## src/shared/tdu_pkg.sv

```systemverilog
// Package of register map, field positions and codes for the trigger delay unit
package tdu_pkg;

    // ------------------------------------------------------------
    // Register indices (printed offsets) and byte addresses
    // ------------------------------------------------------------
    localparam logic [3:0]  IDX_CTRL     = 4'h0;   // Control and status
    localparam logic [3:0]  IDX_DLY_A    = 4'h2;   // First output delay
    localparam logic [3:0]  IDX_DLY_B    = 4'h4;   // Second output delay
    localparam logic [3:0]  IDX_PERIOD   = 4'h6;   // Count period
    localparam logic [3:0]  IDX_COUNT    = 4'h8;   // Count value

    localparam int          ADDR_W       = 6;      // Byte address width decoded
    localparam logic [5:0]  ADDR_CTRL    = {IDX_CTRL, 2'b00};
    localparam logic [5:0]  ADDR_DLY_A   = {IDX_DLY_A, 2'b00};
    localparam logic [5:0]  ADDR_DLY_B   = {IDX_DLY_B, 2'b00};
    localparam logic [5:0]  ADDR_PERIOD  = {IDX_PERIOD, 2'b00};
    localparam logic [5:0]  ADDR_COUNT   = {IDX_COUNT, 2'b00};

    // ------------------------------------------------------------
    // Control field positions
    // ------------------------------------------------------------
    localparam int BIT_EN       = 0;   // Module enable
    localparam int BIT_TSEL_LO  = 1;   // Trigger source select, 2 bits
    localparam int BIT_KICK     = 3;   // Soft kick, reads zero
    localparam int BIT_REPEAT   = 4;   // Repeat mode
    localparam int BIT_AOS_LO   = 5;   // First output select, 2 bits
    localparam int BIT_BOS_LO   = 7;   // Second output select, 2 bits
    localparam int BIT_IEN_A    = 9;   // First irq enable
    localparam int BIT_IEN_B    = 10;  // Second irq enable
    localparam int BIT_HIT_A    = 11;  // First hit flag
    localparam int BIT_HIT_B    = 12;  // Second hit flag
    localparam int BIT_DIV_LO   = 13;  // Clock divide select, 3 bits

    // ------------------------------------------------------------
    // Reset values
    // ------------------------------------------------------------
    localparam logic [15:0] RST_CTRL    = 16'h0000;
    localparam logic [15:0] RST_DLY     = 16'h0000;
    localparam logic [15:0] RST_PERIOD  = 16'hffff;
    localparam logic [15:0] RST_COUNT   = 16'hffff;
    localparam logic [15:0] COUNT_START = 16'h0001;   // First value after start

    // ------------------------------------------------------------
    // Codes
    // ------------------------------------------------------------
    typedef enum logic [1:0] {
        TSEL_SOFT    = 2'b00,
        TSEL_ANALOG  = 2'b01,
        TSEL_DIGITAL = 2'b10,
        TSEL_RSVD    = 2'b11
    } tdu_tsel_t;

    typedef enum logic [1:0] {
        OSEL_ZERO  = 2'b00,
        OSEL_CMP   = 2'b01,
        OSEL_PULSE = 2'b10,
        OSEL_RSVD  = 2'b11
    } tdu_osel_t;

    typedef enum logic [0:0] {
        RUN_IDLE  = 1'b0,
        RUN_COUNT = 1'b1
    } tdu_run_t;

    // Divide ratio minus one per divide code; code 101 divides by six
    localparam logic [6:0] DIV_M1_0 = 7'h00;
    localparam logic [6:0] DIV_M1_1 = 7'h01;
    localparam logic [6:0] DIV_M1_2 = 7'h03;
    localparam logic [6:0] DIV_M1_3 = 7'h07;
    localparam logic [6:0] DIV_M1_4 = 7'h0f;
    localparam logic [6:0] DIV_M1_5 = 7'h05;
    localparam logic [6:0] DIV_M1_6 = 7'h3f;
    localparam logic [6:0] DIV_M1_7 = 7'h7f;

endpackage : tdu_pkg

```

## src/core/tdu_trigger_delay_unit.sv

```systemverilog
// Programmable trigger delay unit with APB register slave
//
// Contract
// - Start only on rising trigger edge
// - Select field picks soft, analog, digital trigger
// - Soft kick restarts counter, reads zero
// - Counter runs only while enabled
// - Disabled: counter stopped, outputs low
// - One-shot: restart from one, one transition
// - Repeat mode: roll over at period, continue
// - Period match resets count, one-shot stops
// - Bit four selects one-shot or repeat
// - First delay equals ratio times value plus one
// - Second delay equals ratio times value plus one
// - Pulse output adds one more cycle
// - Three-bit divider, code five divides six
// - Divider stretches output pulse widths
// - Second hit flag sticky, write one clears
// - First hit flag sticky, write one clears
// - Second interrupt follows flag and enable
// - First interrupt follows flag and enable
// - Second output select: zero, compare, pulse
// - First output select: zero, compare, pulse
// - Pulse rises on first, falls on second
// - Count starts at one; zero delay never matches
// - Retrigger during count restarts counter
module tdu_trigger_delay_unit
    import tdu_pkg::*;
(
    input  wire logic               clk,          // Peripheral clock, 50 MHz
    input  wire logic               reset,        // Synchronous, active high
    input  wire logic               psel,         // APB select
    input  wire logic               penable,      // APB access phase
    input  wire logic               pwrite,       // APB direction
    input  wire logic [31:0]        paddr,        // APB byte address
    input  wire logic [31:0]        pwdata,       // APB write data
    output logic      [31:0]        prdata,       // APB read data
    output logic                    pready,       // APB ready
    output logic                    pslverr,      // APB error, unmapped address
    input  wire logic               analogStart,  // Analog phase start level
    input  wire logic               digitalStart, // Digital phase start level
    output logic                    outA,         // First delayed output
    output logic                    outB,         // Second delayed output
    output logic                    irqA,         // First interrupt
    output logic                    irqB          // Second interrupt
);

    // ------------------------------------------------------------
    // Registers and state
    // ------------------------------------------------------------
    logic [15:0] ctrl;            // Control bits, flags kept separately
    logic [15:0] dlyA;            // First output delay
    logic [15:0] dlyB;            // Second output delay
    logic [15:0] period;          // Count period
    logic [15:0] count;           // Running count
    logic        hitA;            // First hit flag
    logic        hitB;            // Second hit flag
    tdu_run_t    runState;        // Counting or idle
    logic [6:0]  preCnt;          // Prescaler counter
    logic        cmpA;            // First compare signal
    logic        cmpB;            // Second compare signal
    logic        pulse;           // Pulse output
    logic [1:0]  syncA;           // Analog start synchroniser
    logic [1:0]  syncD;           // Digital start synchroniser
    logic        prevTrig;        // Previous selected trigger level

    // ------------------------------------------------------------
    // Decoded fields and bus strobes
    // ------------------------------------------------------------
    logic        enable;          // Module enable
    logic        repeatMode;      // Repeat mode
    logic [1:0]  tsel;            // Trigger source select
    logic [1:0]  aSel;            // First output select
    logic [1:0]  bSel;            // Second output select
    logic [2:0]  divSel;          // Clock divide select
    logic [6:0]  divM1;           // Divide ratio minus one
    logic        tick;            // Prescaled count enable
    logic        hwTrigLvl;       // Selected hardware trigger level
    logic        trigEdge;        // Start or restart event
    logic        busAccess;       // Access phase completes
    logic        wrCtrl;          // Control write strobe
    logic        mapped;          // Address decodes to a register
    logic        hitEqA;          // Count equals first delay
    logic        hitEqB;          // Count equals second delay

    assign enable     = ctrl[BIT_EN];
    assign repeatMode = ctrl[BIT_REPEAT];
    assign tsel       = ctrl[BIT_TSEL_LO +: 2];
    assign aSel       = ctrl[BIT_AOS_LO +: 2];
    assign bSel       = ctrl[BIT_BOS_LO +: 2];
    assign divSel     = ctrl[BIT_DIV_LO +: 3];
    assign busAccess  = psel && penable;
    assign wrCtrl     = busAccess && pwrite && mapped && paddr[ADDR_W-1:0] == ADDR_CTRL;

    // Unmapped addresses answer with pslverr; they read zero unless the low six bits match a register
    assign mapped = paddr[31:ADDR_W] == '0 &&
                    (paddr[ADDR_W-1:0] == ADDR_CTRL  || paddr[ADDR_W-1:0] == ADDR_DLY_A ||
                     paddr[ADDR_W-1:0] == ADDR_DLY_B || paddr[ADDR_W-1:0] == ADDR_PERIOD ||
                     paddr[ADDR_W-1:0] == ADDR_COUNT);

    // ------------------------------------------------------------
    // Divider ratio lookup
    // ------------------------------------------------------------
    // Code five is kept as a divide by six, as the part behaves
    always_comb
    begin
        case (divSel)
            3'h0:    divM1 = DIV_M1_0;
            3'h1:    divM1 = DIV_M1_1;
            3'h2:    divM1 = DIV_M1_2;
            3'h3:    divM1 = DIV_M1_3;
            3'h4:    divM1 = DIV_M1_4;
            3'h5:    divM1 = DIV_M1_5;
            3'h6:    divM1 = DIV_M1_6;
            default: divM1 = DIV_M1_7;
        endcase
    end

    // ------------------------------------------------------------
    // Trigger selection and edge detection
    // ------------------------------------------------------------
    // Phase starts come from another block; two flops before use
    always_ff @(posedge clk)
    begin
        if (reset)
        begin
            syncA <= 2'b00;
            syncD <= 2'b00;
        end
        else
        begin
            syncA <= {syncA[0], analogStart};
            syncD <= {syncD[0], digitalStart};
        end
    end

    // Reserved select gives no trigger
    always_comb
    begin
        case (tsel)
            TSEL_ANALOG:  hwTrigLvl = syncA[1];
            TSEL_DIGITAL: hwTrigLvl = syncD[1];
            default:      hwTrigLvl = 1'b0;
        endcase
    end

    // Previous level, for rising edge detect
    always_ff @(posedge clk)
    begin
        if (reset)
            prevTrig <= 1'b0;
        else
            prevTrig <= hwTrigLvl;
    end

    // Only edges start the counter; a held level does nothing more
    assign trigEdge = enable &&
        ((hwTrigLvl && !prevTrig) ||
         (wrCtrl && tsel == TSEL_SOFT && pwdata[BIT_KICK] &&
          pwdata[BIT_EN]));

    // ------------------------------------------------------------
    // Prescaler
    // ------------------------------------------------------------
    // Restarted with each trigger so delays stay whole multiples
    always_ff @(posedge clk)
    begin
        if (reset || !enable || trigEdge || runState == RUN_IDLE)
            preCnt <= 7'h00;
        else if (preCnt >= divM1)
            preCnt <= 7'h00;
        else
            preCnt <= preCnt + 7'h01;
    end

    assign tick = runState == RUN_COUNT && preCnt >= divM1;

    // ------------------------------------------------------------
    // Counter and run state
    // ------------------------------------------------------------
    // Count enters one on the trigger edge; compare flops load on
    // ticks, so value N shows N ticks later, the output flop one more
    always_ff @(posedge clk)
    begin
        if (reset)
        begin
            count    <= RST_COUNT;
            runState <= RUN_IDLE;
        end
        else if (!enable)
            runState <= RUN_IDLE;
        else if (trigEdge)
        begin
            count    <= COUNT_START;
            runState <= RUN_COUNT;
        end
        else if (tick)
        begin
            if (count == period)
            begin
                count    <= 16'h0000;
                runState <= repeatMode ? RUN_COUNT : RUN_IDLE;
            end
            else if (count == 16'h0000)
                count <= COUNT_START;
            else
                count <= count + 16'h0001;
        end
    end

    // ------------------------------------------------------------
    // Comparators
    // ------------------------------------------------------------
    // Compare signals stand one prescaled period, so the divider
    // also sets their width
    assign hitEqA = runState == RUN_COUNT && count == dlyA && count != 16'h0000;
    assign hitEqB = runState == RUN_COUNT && count == dlyB && count != 16'h0000;

    always_ff @(posedge clk)
    begin
        if (reset || !enable)
        begin
            cmpA <= 1'b0;
            cmpB <= 1'b0;
        end
        else if (trigEdge || tick || runState == RUN_IDLE)
        begin
            cmpA <= hitEqA && !trigEdge;
            cmpB <= hitEqB && !trigEdge;
        end
    end

    // Pulse stage: one more flop, hence one more cycle of latency
    always_ff @(posedge clk)
    begin
        if (reset || !enable)
            pulse <= 1'b0;
        else if (cmpB)
            pulse <= 1'b0;
        else if (cmpA)
            pulse <= 1'b1;
    end

    // ------------------------------------------------------------
    // Output selection, registered
    // ------------------------------------------------------------
    // Registering keeps A and B free of decode glitches
    always_ff @(posedge clk)
    begin
        if (reset || !enable)
        begin
            outA <= 1'b0;
            outB <= 1'b0;
        end
        else
        begin
            case (aSel)
                OSEL_CMP:   outA <= cmpA;
                OSEL_PULSE: outA <= pulse;
                default:    outA <= 1'b0;
            endcase
            case (bSel)
                OSEL_CMP:   outB <= cmpB;
                OSEL_PULSE: outB <= pulse;
                default:    outB <= 1'b0;
            endcase
        end
    end

    // ------------------------------------------------------------
    // Sticky flags and interrupts
    // ------------------------------------------------------------
    // A new hit in the clearing cycle wins over the clear
    always_ff @(posedge clk)
    begin
        if (reset)
        begin
            hitA <= 1'b0;
            hitB <= 1'b0;
        end
        else
        begin
            if (cmpA)
                hitA <= 1'b1;
            else if (wrCtrl && pwdata[BIT_HIT_A])
                hitA <= 1'b0;
            if (cmpB)
                hitB <= 1'b1;
            else if (wrCtrl && pwdata[BIT_HIT_B])
                hitB <= 1'b0;
        end
    end

    // Interrupt lines follow flag and enable, one flop later
    always_ff @(posedge clk)
    begin
        if (reset)
        begin
            irqA <= 1'b0;
            irqB <= 1'b0;
        end
        else
        begin
            irqA <= hitA && ctrl[BIT_IEN_A];
            irqB <= hitB && ctrl[BIT_IEN_B];
        end
    end

    // ------------------------------------------------------------
    // APB register writes
    // ------------------------------------------------------------
    // Writes while enabled are taken; keeping them to idle time is
    // up to software
    always_ff @(posedge clk)
    begin
        if (reset)
        begin
            ctrl   <= RST_CTRL;
            dlyA   <= RST_DLY;
            dlyB   <= RST_DLY;
            period <= RST_PERIOD;
        end
        else if (busAccess && pwrite && mapped)
        begin
            case (paddr[ADDR_W-1:0])
                ADDR_CTRL:
                begin
                    // Kick and flag bits are not stored here
                    ctrl <= pwdata[15:0] & ~16'h1808;
                end
                ADDR_DLY_A:  dlyA   <= pwdata[15:0];
                ADDR_DLY_B:  dlyB   <= pwdata[15:0];
                ADDR_PERIOD: period <= pwdata[15:0];
                default:     ;
            endcase
        end
    end

    // ------------------------------------------------------------
    // APB read data and answer
    // ------------------------------------------------------------
    // Zero wait states; data registered at the access edge
    always_ff @(posedge clk)
    begin
        if (reset)
        begin
            prdata  <= 32'h0000_0000;
            pready  <= 1'b0;
            pslverr <= 1'b0;
        end
        else
        begin
            pready  <= psel && !penable;
            pslverr <= psel && !penable && !mapped;
            prdata  <= 32'h0000_0000;
            if (psel && !penable && !pwrite)
            begin
                case (paddr[ADDR_W-1:0])
                    ADDR_CTRL:   prdata <= {16'h0000, ctrl | {3'h0, hitB, hitA, 11'h000}};
                    ADDR_DLY_A:  prdata <= {16'h0000, dlyA};
                    ADDR_DLY_B:  prdata <= {16'h0000, dlyB};
                    ADDR_PERIOD: prdata <= {16'h0000, period};
                    ADDR_COUNT:  prdata <= {16'h0000, count};
                    default:     prdata <= 32'h0000_0000;
                endcase
            end
        end
    end
endmodule // tdu_trigger_delay_unit

```

## config.mk

```make
export PLATFORM = sky130hd
export DESIGN_NAME = tdu_trigger_delay_unit
export DESIGN_NICKNAME = d
export VERILOG_FILES = /design/src/shared/tdu_pkg.sv /design/src/core/tdu_trigger_delay_unit.sv
export SDC_FILE = /design/constraint.sdc
export NUM_CORES = 1
export LEC_CHECK = 0
export BUFFER_PORTS_ARGS = -buffer_cell sky130_fd_sc_hd__buf_2
export CELL_PAD_IN_SITES_DETAIL_PLACEMENT = 1
export CELL_PAD_IN_SITES_GLOBAL_PLACEMENT = 1
export CORE_MARGIN = 2
export CORE_UTILIZATION = 40
export DETAILED_ROUTE_END_ITERATION = 8
export PLACE_DENSITY = 0.9
export SLEW_MARGIN = 20
export SYNTH_ARGS = -nofsm -noshare
export SYNTH_HDL_FRONTEND = slang
export SYNTH_SLANG_ARGS = --single-unit
```

## constraint.sdc

```tcl
create_clock -name clk -period 5.8 [get_ports clk]
set_input_delay 1.16 -clock clk [delete_from_list [all_inputs] [get_ports clk]]
set_output_delay 1.16 -clock clk [all_outputs]
set_load 0.05 [all_outputs]
```

Word-level counts from Yosys, hierarchy flattened. Index checks and enable logic that the tools add are counted.

Register bits after elaboration: 133. Input bits: 71. Word-level logic and storage cells: 125. Output and inout port bits: 38.

$lt $le $gt $ge: 1. Add/sub/neg operators: 2. Mux-type cells: 17. Reduce and logical (&&, ||, !) cells: 60. Equal/unequal tests: 19. Bitwise gates (word level): 4.

Operator list (count): one-hot mux 16 bit (5 select lines) (1); 2-to-1 mux 16 bit (4); one-hot mux 7 bit (7 select lines) (1); equality test 16 bit (3); logical NOT 26 bit (1); logical AND 1 bit (24); adder 16 x 1 -> 16 bit, second input constant (1); logical NOT 16 bit (1); OR 16 x 13 -> 16 bit (1); nonzero test 16 bit (1); equality test 6 x 5 -> 1 bit, second input constant (2); AND reduction 2 bit (6); logical OR 1 bit (10); equality test 3 bit, second input constant (3); 2-to-1 mux 1 bit (8); nonzero test 2 bit (4); OR reduction 2 bit (4); adder 7 x 1 -> 7 bit, second input constant (1); >= comparator 7 bit (1); equality test 2 x 1 -> 1 bit, second input constant (3); equality test 2 bit, second input constant (3); equality test 3 x 2 -> 1 bit, second input constant (2); equality test 6 x 4 -> 1 bit, second input constant (1); equality test 6 bit, second input constant (1); 7 further kinds (16).

Longest topological paths before layout.
Word-level depth: 16. Mapped depth: 11. Depth with buffers taken out: 9.

Worst setup path after synthesis. OpenSTA, ideal clock, no wires.

Path kind: input port to flip-flop. From: input paddr[5]. To: register count[1]. Required time: 5.678 ns. Setup slack: 2.883 ns. Data arrival time: 2.795 ns. Buffers on the path: 0. Cell stages on the path: 6. Library setup time: 0.122 ns. Cell sequence: or3_1 or3_4 nor3_4 a211oi_2 and2_1 a221o_1.

Longest elaborated chain between the ends: 15. Elaborated cells between the ends (all ways): 20. Classes of those cells: eq/ne: 4; mux: 1; reduce/logical: 15.

RTL lines: start: declaration (line tdu_trigger_delay_unit.sv:35) `input wire logic [31:0] paddr,`; equality test 6 x 4 -> 1 bit or logical NOT 6 bit (tied branches) (line tdu_trigger_delay_unit.sv:97, tdu_trigger_delay_unit.sv:93); logical OR 1 bit (2 in series) (line tdu_trigger_delay_unit.sv:97) `(paddr[ADDR_W-1:0] == ADDR_CTRL || paddr[ADDR_W-1:0] == ADDR_DLY_A ||`; logical OR 1 bit (2 in series) (line tdu_trigger_delay_unit.sv:98) `paddr[ADDR_W-1:0] == ADDR_DLY_B || paddr[ADDR_W-1:0] == ADDR_PERIOD ||`; logical AND 1 bit (line tdu_trigger_delay_unit.sv:96) `assign mapped = paddr[31:ADDR_W] == '0 &&`; logical AND 1 bit (line tdu_trigger_delay_unit.sv:93) `assign wrCtrl = busAccess && pwrite && mapped && paddr[ADDR_W-1:0] == ADDR_CTRL;`; logical AND 1 bit (*) (line tdu_trigger_delay_unit.sv:93); logical AND 1 bit (*) (3 in series) (line tdu_trigger_delay_unit.sv:159) `(wrCtrl && tsel == TSEL_SOFT && pwdata[BIT_KICK] &&`; logical OR 1 bit (*) (line tdu_trigger_delay_unit.sv:158) `((hwTrigLvl && !prevTrig) ||`; logical AND 1 bit (*) (line tdu_trigger_delay_unit.sv:157) `assign trigEdge = enable &&`; nonzero test 2 bit (no line); AND reduction 2 bit (no line); end signal: assignment (line tdu_trigger_delay_unit.sv:207) `count <= count + 16'h0001;`; end: declaration (line tdu_trigger_delay_unit.sv:55) `logic [15:0] count;`.

Every way passes the cells marked *; elsewhere a longest branch is shown, timed or not. A chain may end at the register's enable or synchronous reset.

Worst setup path in the final report.
From: register ctrl[15]. To: register count[15].

Longest elaborated chain between the ends: 6. Elaborated cells between the ends (all ways): 12. Classes of those cells: order compare: 1; eq/ne: 6; mux: 1; reduce/logical: 4.

RTL lines: start: declaration (line tdu_trigger_delay_unit.sv:51) `logic [15:0] ctrl;`; start signal: assignment (line tdu_trigger_delay_unit.sv:329) `ctrl <= pwdata[15:0] & ~16'h1808;`; equality test 3 bit, or another cell as far along (line tdu_trigger_delay_unit.sv:107) `case (divSel)`; one-hot mux 7 bit (7 select lines) (*) (line tdu_trigger_delay_unit.sv:107); >= comparator 7 bit (*) (line tdu_trigger_delay_unit.sv:176) `assign tick = runState == RUN_COUNT && preCnt >= divM1;`; logical AND 1 bit (*) (line tdu_trigger_delay_unit.sv:176); nonzero test 2 bit (no line) (*); AND reduction 2 bit (no line) (*).

Marked as above.

==> metrics.md <==
| Metric | Value |
|---|---|
| CP max stage cell | and3_1 |
| VDD IR max | 0.205 mV |
| Cell Area, Placed | 0.00631 mm2 |
| Post-Syn Instances | 716 |
| Fin area | 0.00691 mm2 |
| Setup repair after global routing missed its margin | no |
| Yosys Warn Count | 0 |
| Vias in the first global route | 5,802 |
| Dpl hpwl | 12,600 um |
| Pwr dens | 283 mW/mm2 |
| Worst-margin pin slew | 0.928 ns |
| Cell taking the most area after synthesis | dfxtp_1 |
| Reg2reg setup slack | 2.33 ns |
| Tmin final | 3.47 ns |
| Post-Syn Area per Cell | 8.24 um2 |
| Worst-skew pair later-pin latency | 0.42 ns |
| CP Cell Sequence | or3_1 -> ha_1 -> nand2b_1 -> a31oi_1 -> o21ai_0 -> and3_1 -> nand2_1 -> o311ai_0 |
| Distinct cell type count after synthesis | 50 |
| Top post-synthesis cells by area | dfxtp_1, a21oi_1, nand2_1 |
| LEAKAGE | 0.00275 uW |
| Clk root buf | clkbuf_16 |
| Die width | 125 um |
| Hold Buf Count CTS | 0 |
| DIE HEIGHT | 125 um |
| DRT iter0 DRCs | 730 |
| Final setup vio count | 0 |
| Worst reg2reg path endpoint | count[15] |
| Prevailing post-synth register cell | dfxtp_1 |
| Drt pass-1 iters | 9 |
| Overflow after GRT | 0 |
| DRC | 3 |
| FF+latch count, synth | 117 |
| Period utilization | 0.598 |
| Top cells by count, synth | dfxtp_1, nand2_1, a21oi_1 |
| Worst r2r src | ctrl[15] |
| # port buffers | 76 |
| Worst slew margin | 0.375 |
| Total Power | 1960 uW |
| Post-CTS Repair Setup Buffers | 0 |
| Final setup TNS | 0 ns |
| Max incr delay on CP | 0.81 ns |
| Worst reg-to-reg path cell count | 8 |
| H-tree depth | 4 |
| WP data required | 6.11 ns |
| Routed WL per cell | 19.6 um |
| Crit path kind | reg2reg |
| Layout Skew | 0.00931 ns |
| Clock transition at the registers of the reported paths | 0.06 ns |
| Ports | 109 |
| Mapped Area | 0.00590 mm2 |
| Hold path start | syncD[0] |
| Post-synth EDFFs | 0 |
| Final ANT Viol Nets | 0 |
| First-pass GRT wire length | 30,500 um |
| Hold Crit Endpoint | syncD[1] |
| CP Max Fanout | 23 |
| Global-route usage over all layers | 0.245 |
| Hold Vio Cnt, Final | 0 |
| Site row count | 44 |
| Final #Nets | 855 |
| TritonCTS Buffers | 17 |
| Slew Limit Fails | 0 |
| Area grow syn2layout | 17.1% |
| # resized after CTS | 0 |
| Final GP Congestion | 0.914 |
| Largest net degree at the start of global routing | 90 |
| DRT Wirelength | 18,900 um |
| Initial Util | 0.407 |
| Sequential area share after synthesis | 0.397 |
| Share of the synthesized area in the top cell type | 0.397 |
| Clock buffer depth | 2 |
| Vias per Instance | 5.82 |
| Status | complete, but fails checks |
| Type of origin of the critical path | flip-flop |
| Crit end category | flip-flop |
| Worst Hold Depth | 1 |
| Placeable Area | 0.0145 mm2 |
| Initial antenna violation count | 0 |
| Maximum clock rate | 288 MHz |
| Vias | 5,613 |
| Num Clock Sinks | 117 |
| HP Class | reg2reg |
| CTS tree | done |
| Most frequent cell after synthesis | dfxtp_1 |
| Arr. time, crit path | 3.78 ns |
| Die Area | 0.0157 mm2 |
| # diodes | 0 |
| Async set-reset flop share out of synthesis | 0 |
| Max Cap Viol | 0 |
| Layout cell share with drive strength beyond 1 | 0.160 |
| Violated checks | design-rule violations |
-- final cells by class --
cell class / instances / area [um2]
Clock inverter: 10 / 128
Tap cell: 184 / 230
Sequential cell: 117 / 2340
Multi-Input combinational cell: 525 / 3200
Clock buffer: 22 / 474
Fill cell: 1754 / 7570
Timing Repair Buffer: 87 / 463
Inverter: 19 / 71.3
-- where the power goes --
group | total [uW] | switching (uW) | internal, uW | leakage, uW
Combinational | 77.2 | 55.7 | 21.5 | 0.00151
Clock | 1070 | 370 | 704 | 0.000299
Sequential | 807 | 0.339 | 806 | 0.000944
Total | 1960 | 426 | 1530 | 0.00275
-- critical path, delay by kind of cell (launching register included) --
| family | cells | cell delay, ns |
|---|---|---|
| and+or+nand+nor | 4 | 1.48 |
| AOI/OAI and AO/OA | 3 | 1.21 |
| DFF | 1 | 0.38 |
| adders and majority gates | 1 | 0.28 |
-- per-stage QoR --
stage | cells | setup WS, ns | util | hold slack [ns]
2_1_floorplan | 731 | 2.88 | - | 0.414
3_3_place_gp | 932 | 2.23 | 0.436 | 0.422
3_5_place_dp | 932 | 2.16 | 0.436 | 0.425
4_1_cts | 964 | 2.41 | 0.477 | 0.437
5_1_grt | 964 | 1.96 | 0.477 | 0.456
6_report | 964 | 2.33 | 0.477 | 0.436
-- cells in the final DEF (no fill, tap or decap), drive strengths merged, types with 2 or more instances in the layout --
| master | n |
|---|---|
| nor4 | 22 |
| or3 | 7 |
| nor3b | 2 |
| a21o | 2 |
| o21ai | 10 |
| nor4b | 2 |
| a211oi | 2 |
| nor2 | 45 |
| nand2 | 90 |
| or4 | 3 |
| nand4 | 15 |
| nor3 | 10 |
| inv | 19 |
| mux2i | 6 |
| a22oi | 18 |
| and3 | 5 |
| a222oi | 16 |
| bufinv | 3 |
| conb | 16 |
| ha | 17 |
| a21oi | 71 |
| dfxtp | 117 |
| nand2b | 5 |
| clkinv | 6 |
| nand3 | 55 |
| nand3b | 19 |
| nor2b | 5 |
| and2 | 3 |
| clkbuf | 22 |
| xor2 | 34 |
| xnor2 | 20 |
| a31oi | 9 |
| a41oi | 2 |
| o311ai | 2 |
| a221o | 2 |
| nand4b | 3 |
| buf | 87 |
-- worst max path at each step --
| stage | cells after the start | from | to |
|---|---|---|---|
| detailed placement | 7 | paddr[8] | period[13] |
| finish | 8 | ctrl[15] | count[15] |
| global placement | 9 | paddr[5] | count[1] |
| global route | 8 | ctrl[15] | count[15] |
| floorplan | 6 | paddr[5] | count[1] |
| CTS | 8 | ctrl[15] | count[2] |
-- sequential cells by signal, indices dropped and copies added (netlist names), 2 cells and up --
name / cells
dlyA: 16
prdata: 16
preCnt: 7
period: 16
ctrl: 13
syncD: 2
count: 16
syncA: 2
dlyB: 16
-- per-layer routing --
| metal | up-vias | global-route usage | share of wire |
|---|---|---|---|
| met5 | - | 0 | 0 |
| met1 | 2721 | 0.303 | 0.41 |
| li1 | 2613 | - | - |
| met3 | 51 | 0.0496 | 0.071 |
| met4 | 0 | 0.112 | 0.030 |
| met2 | 228 | 0.411 | 0.49 |
-- cells by family (layout without fill, tap and decap cells) --
kind of cell    count (synthesis)  count (layout)  share of synthesized area
other cells                     1              16                   0.000636
compound gates                140             140                      0.152
flops                         117             117                      0.397
mux                             6               6                     0.0102
fa+ha+maj                      17              17                     0.0361
buf+inv                        89             138                     0.0719
simple gates                  292             292                      0.252
xor+xnor                       54              54                     0.0802
(Power assumes the default switching activity.)
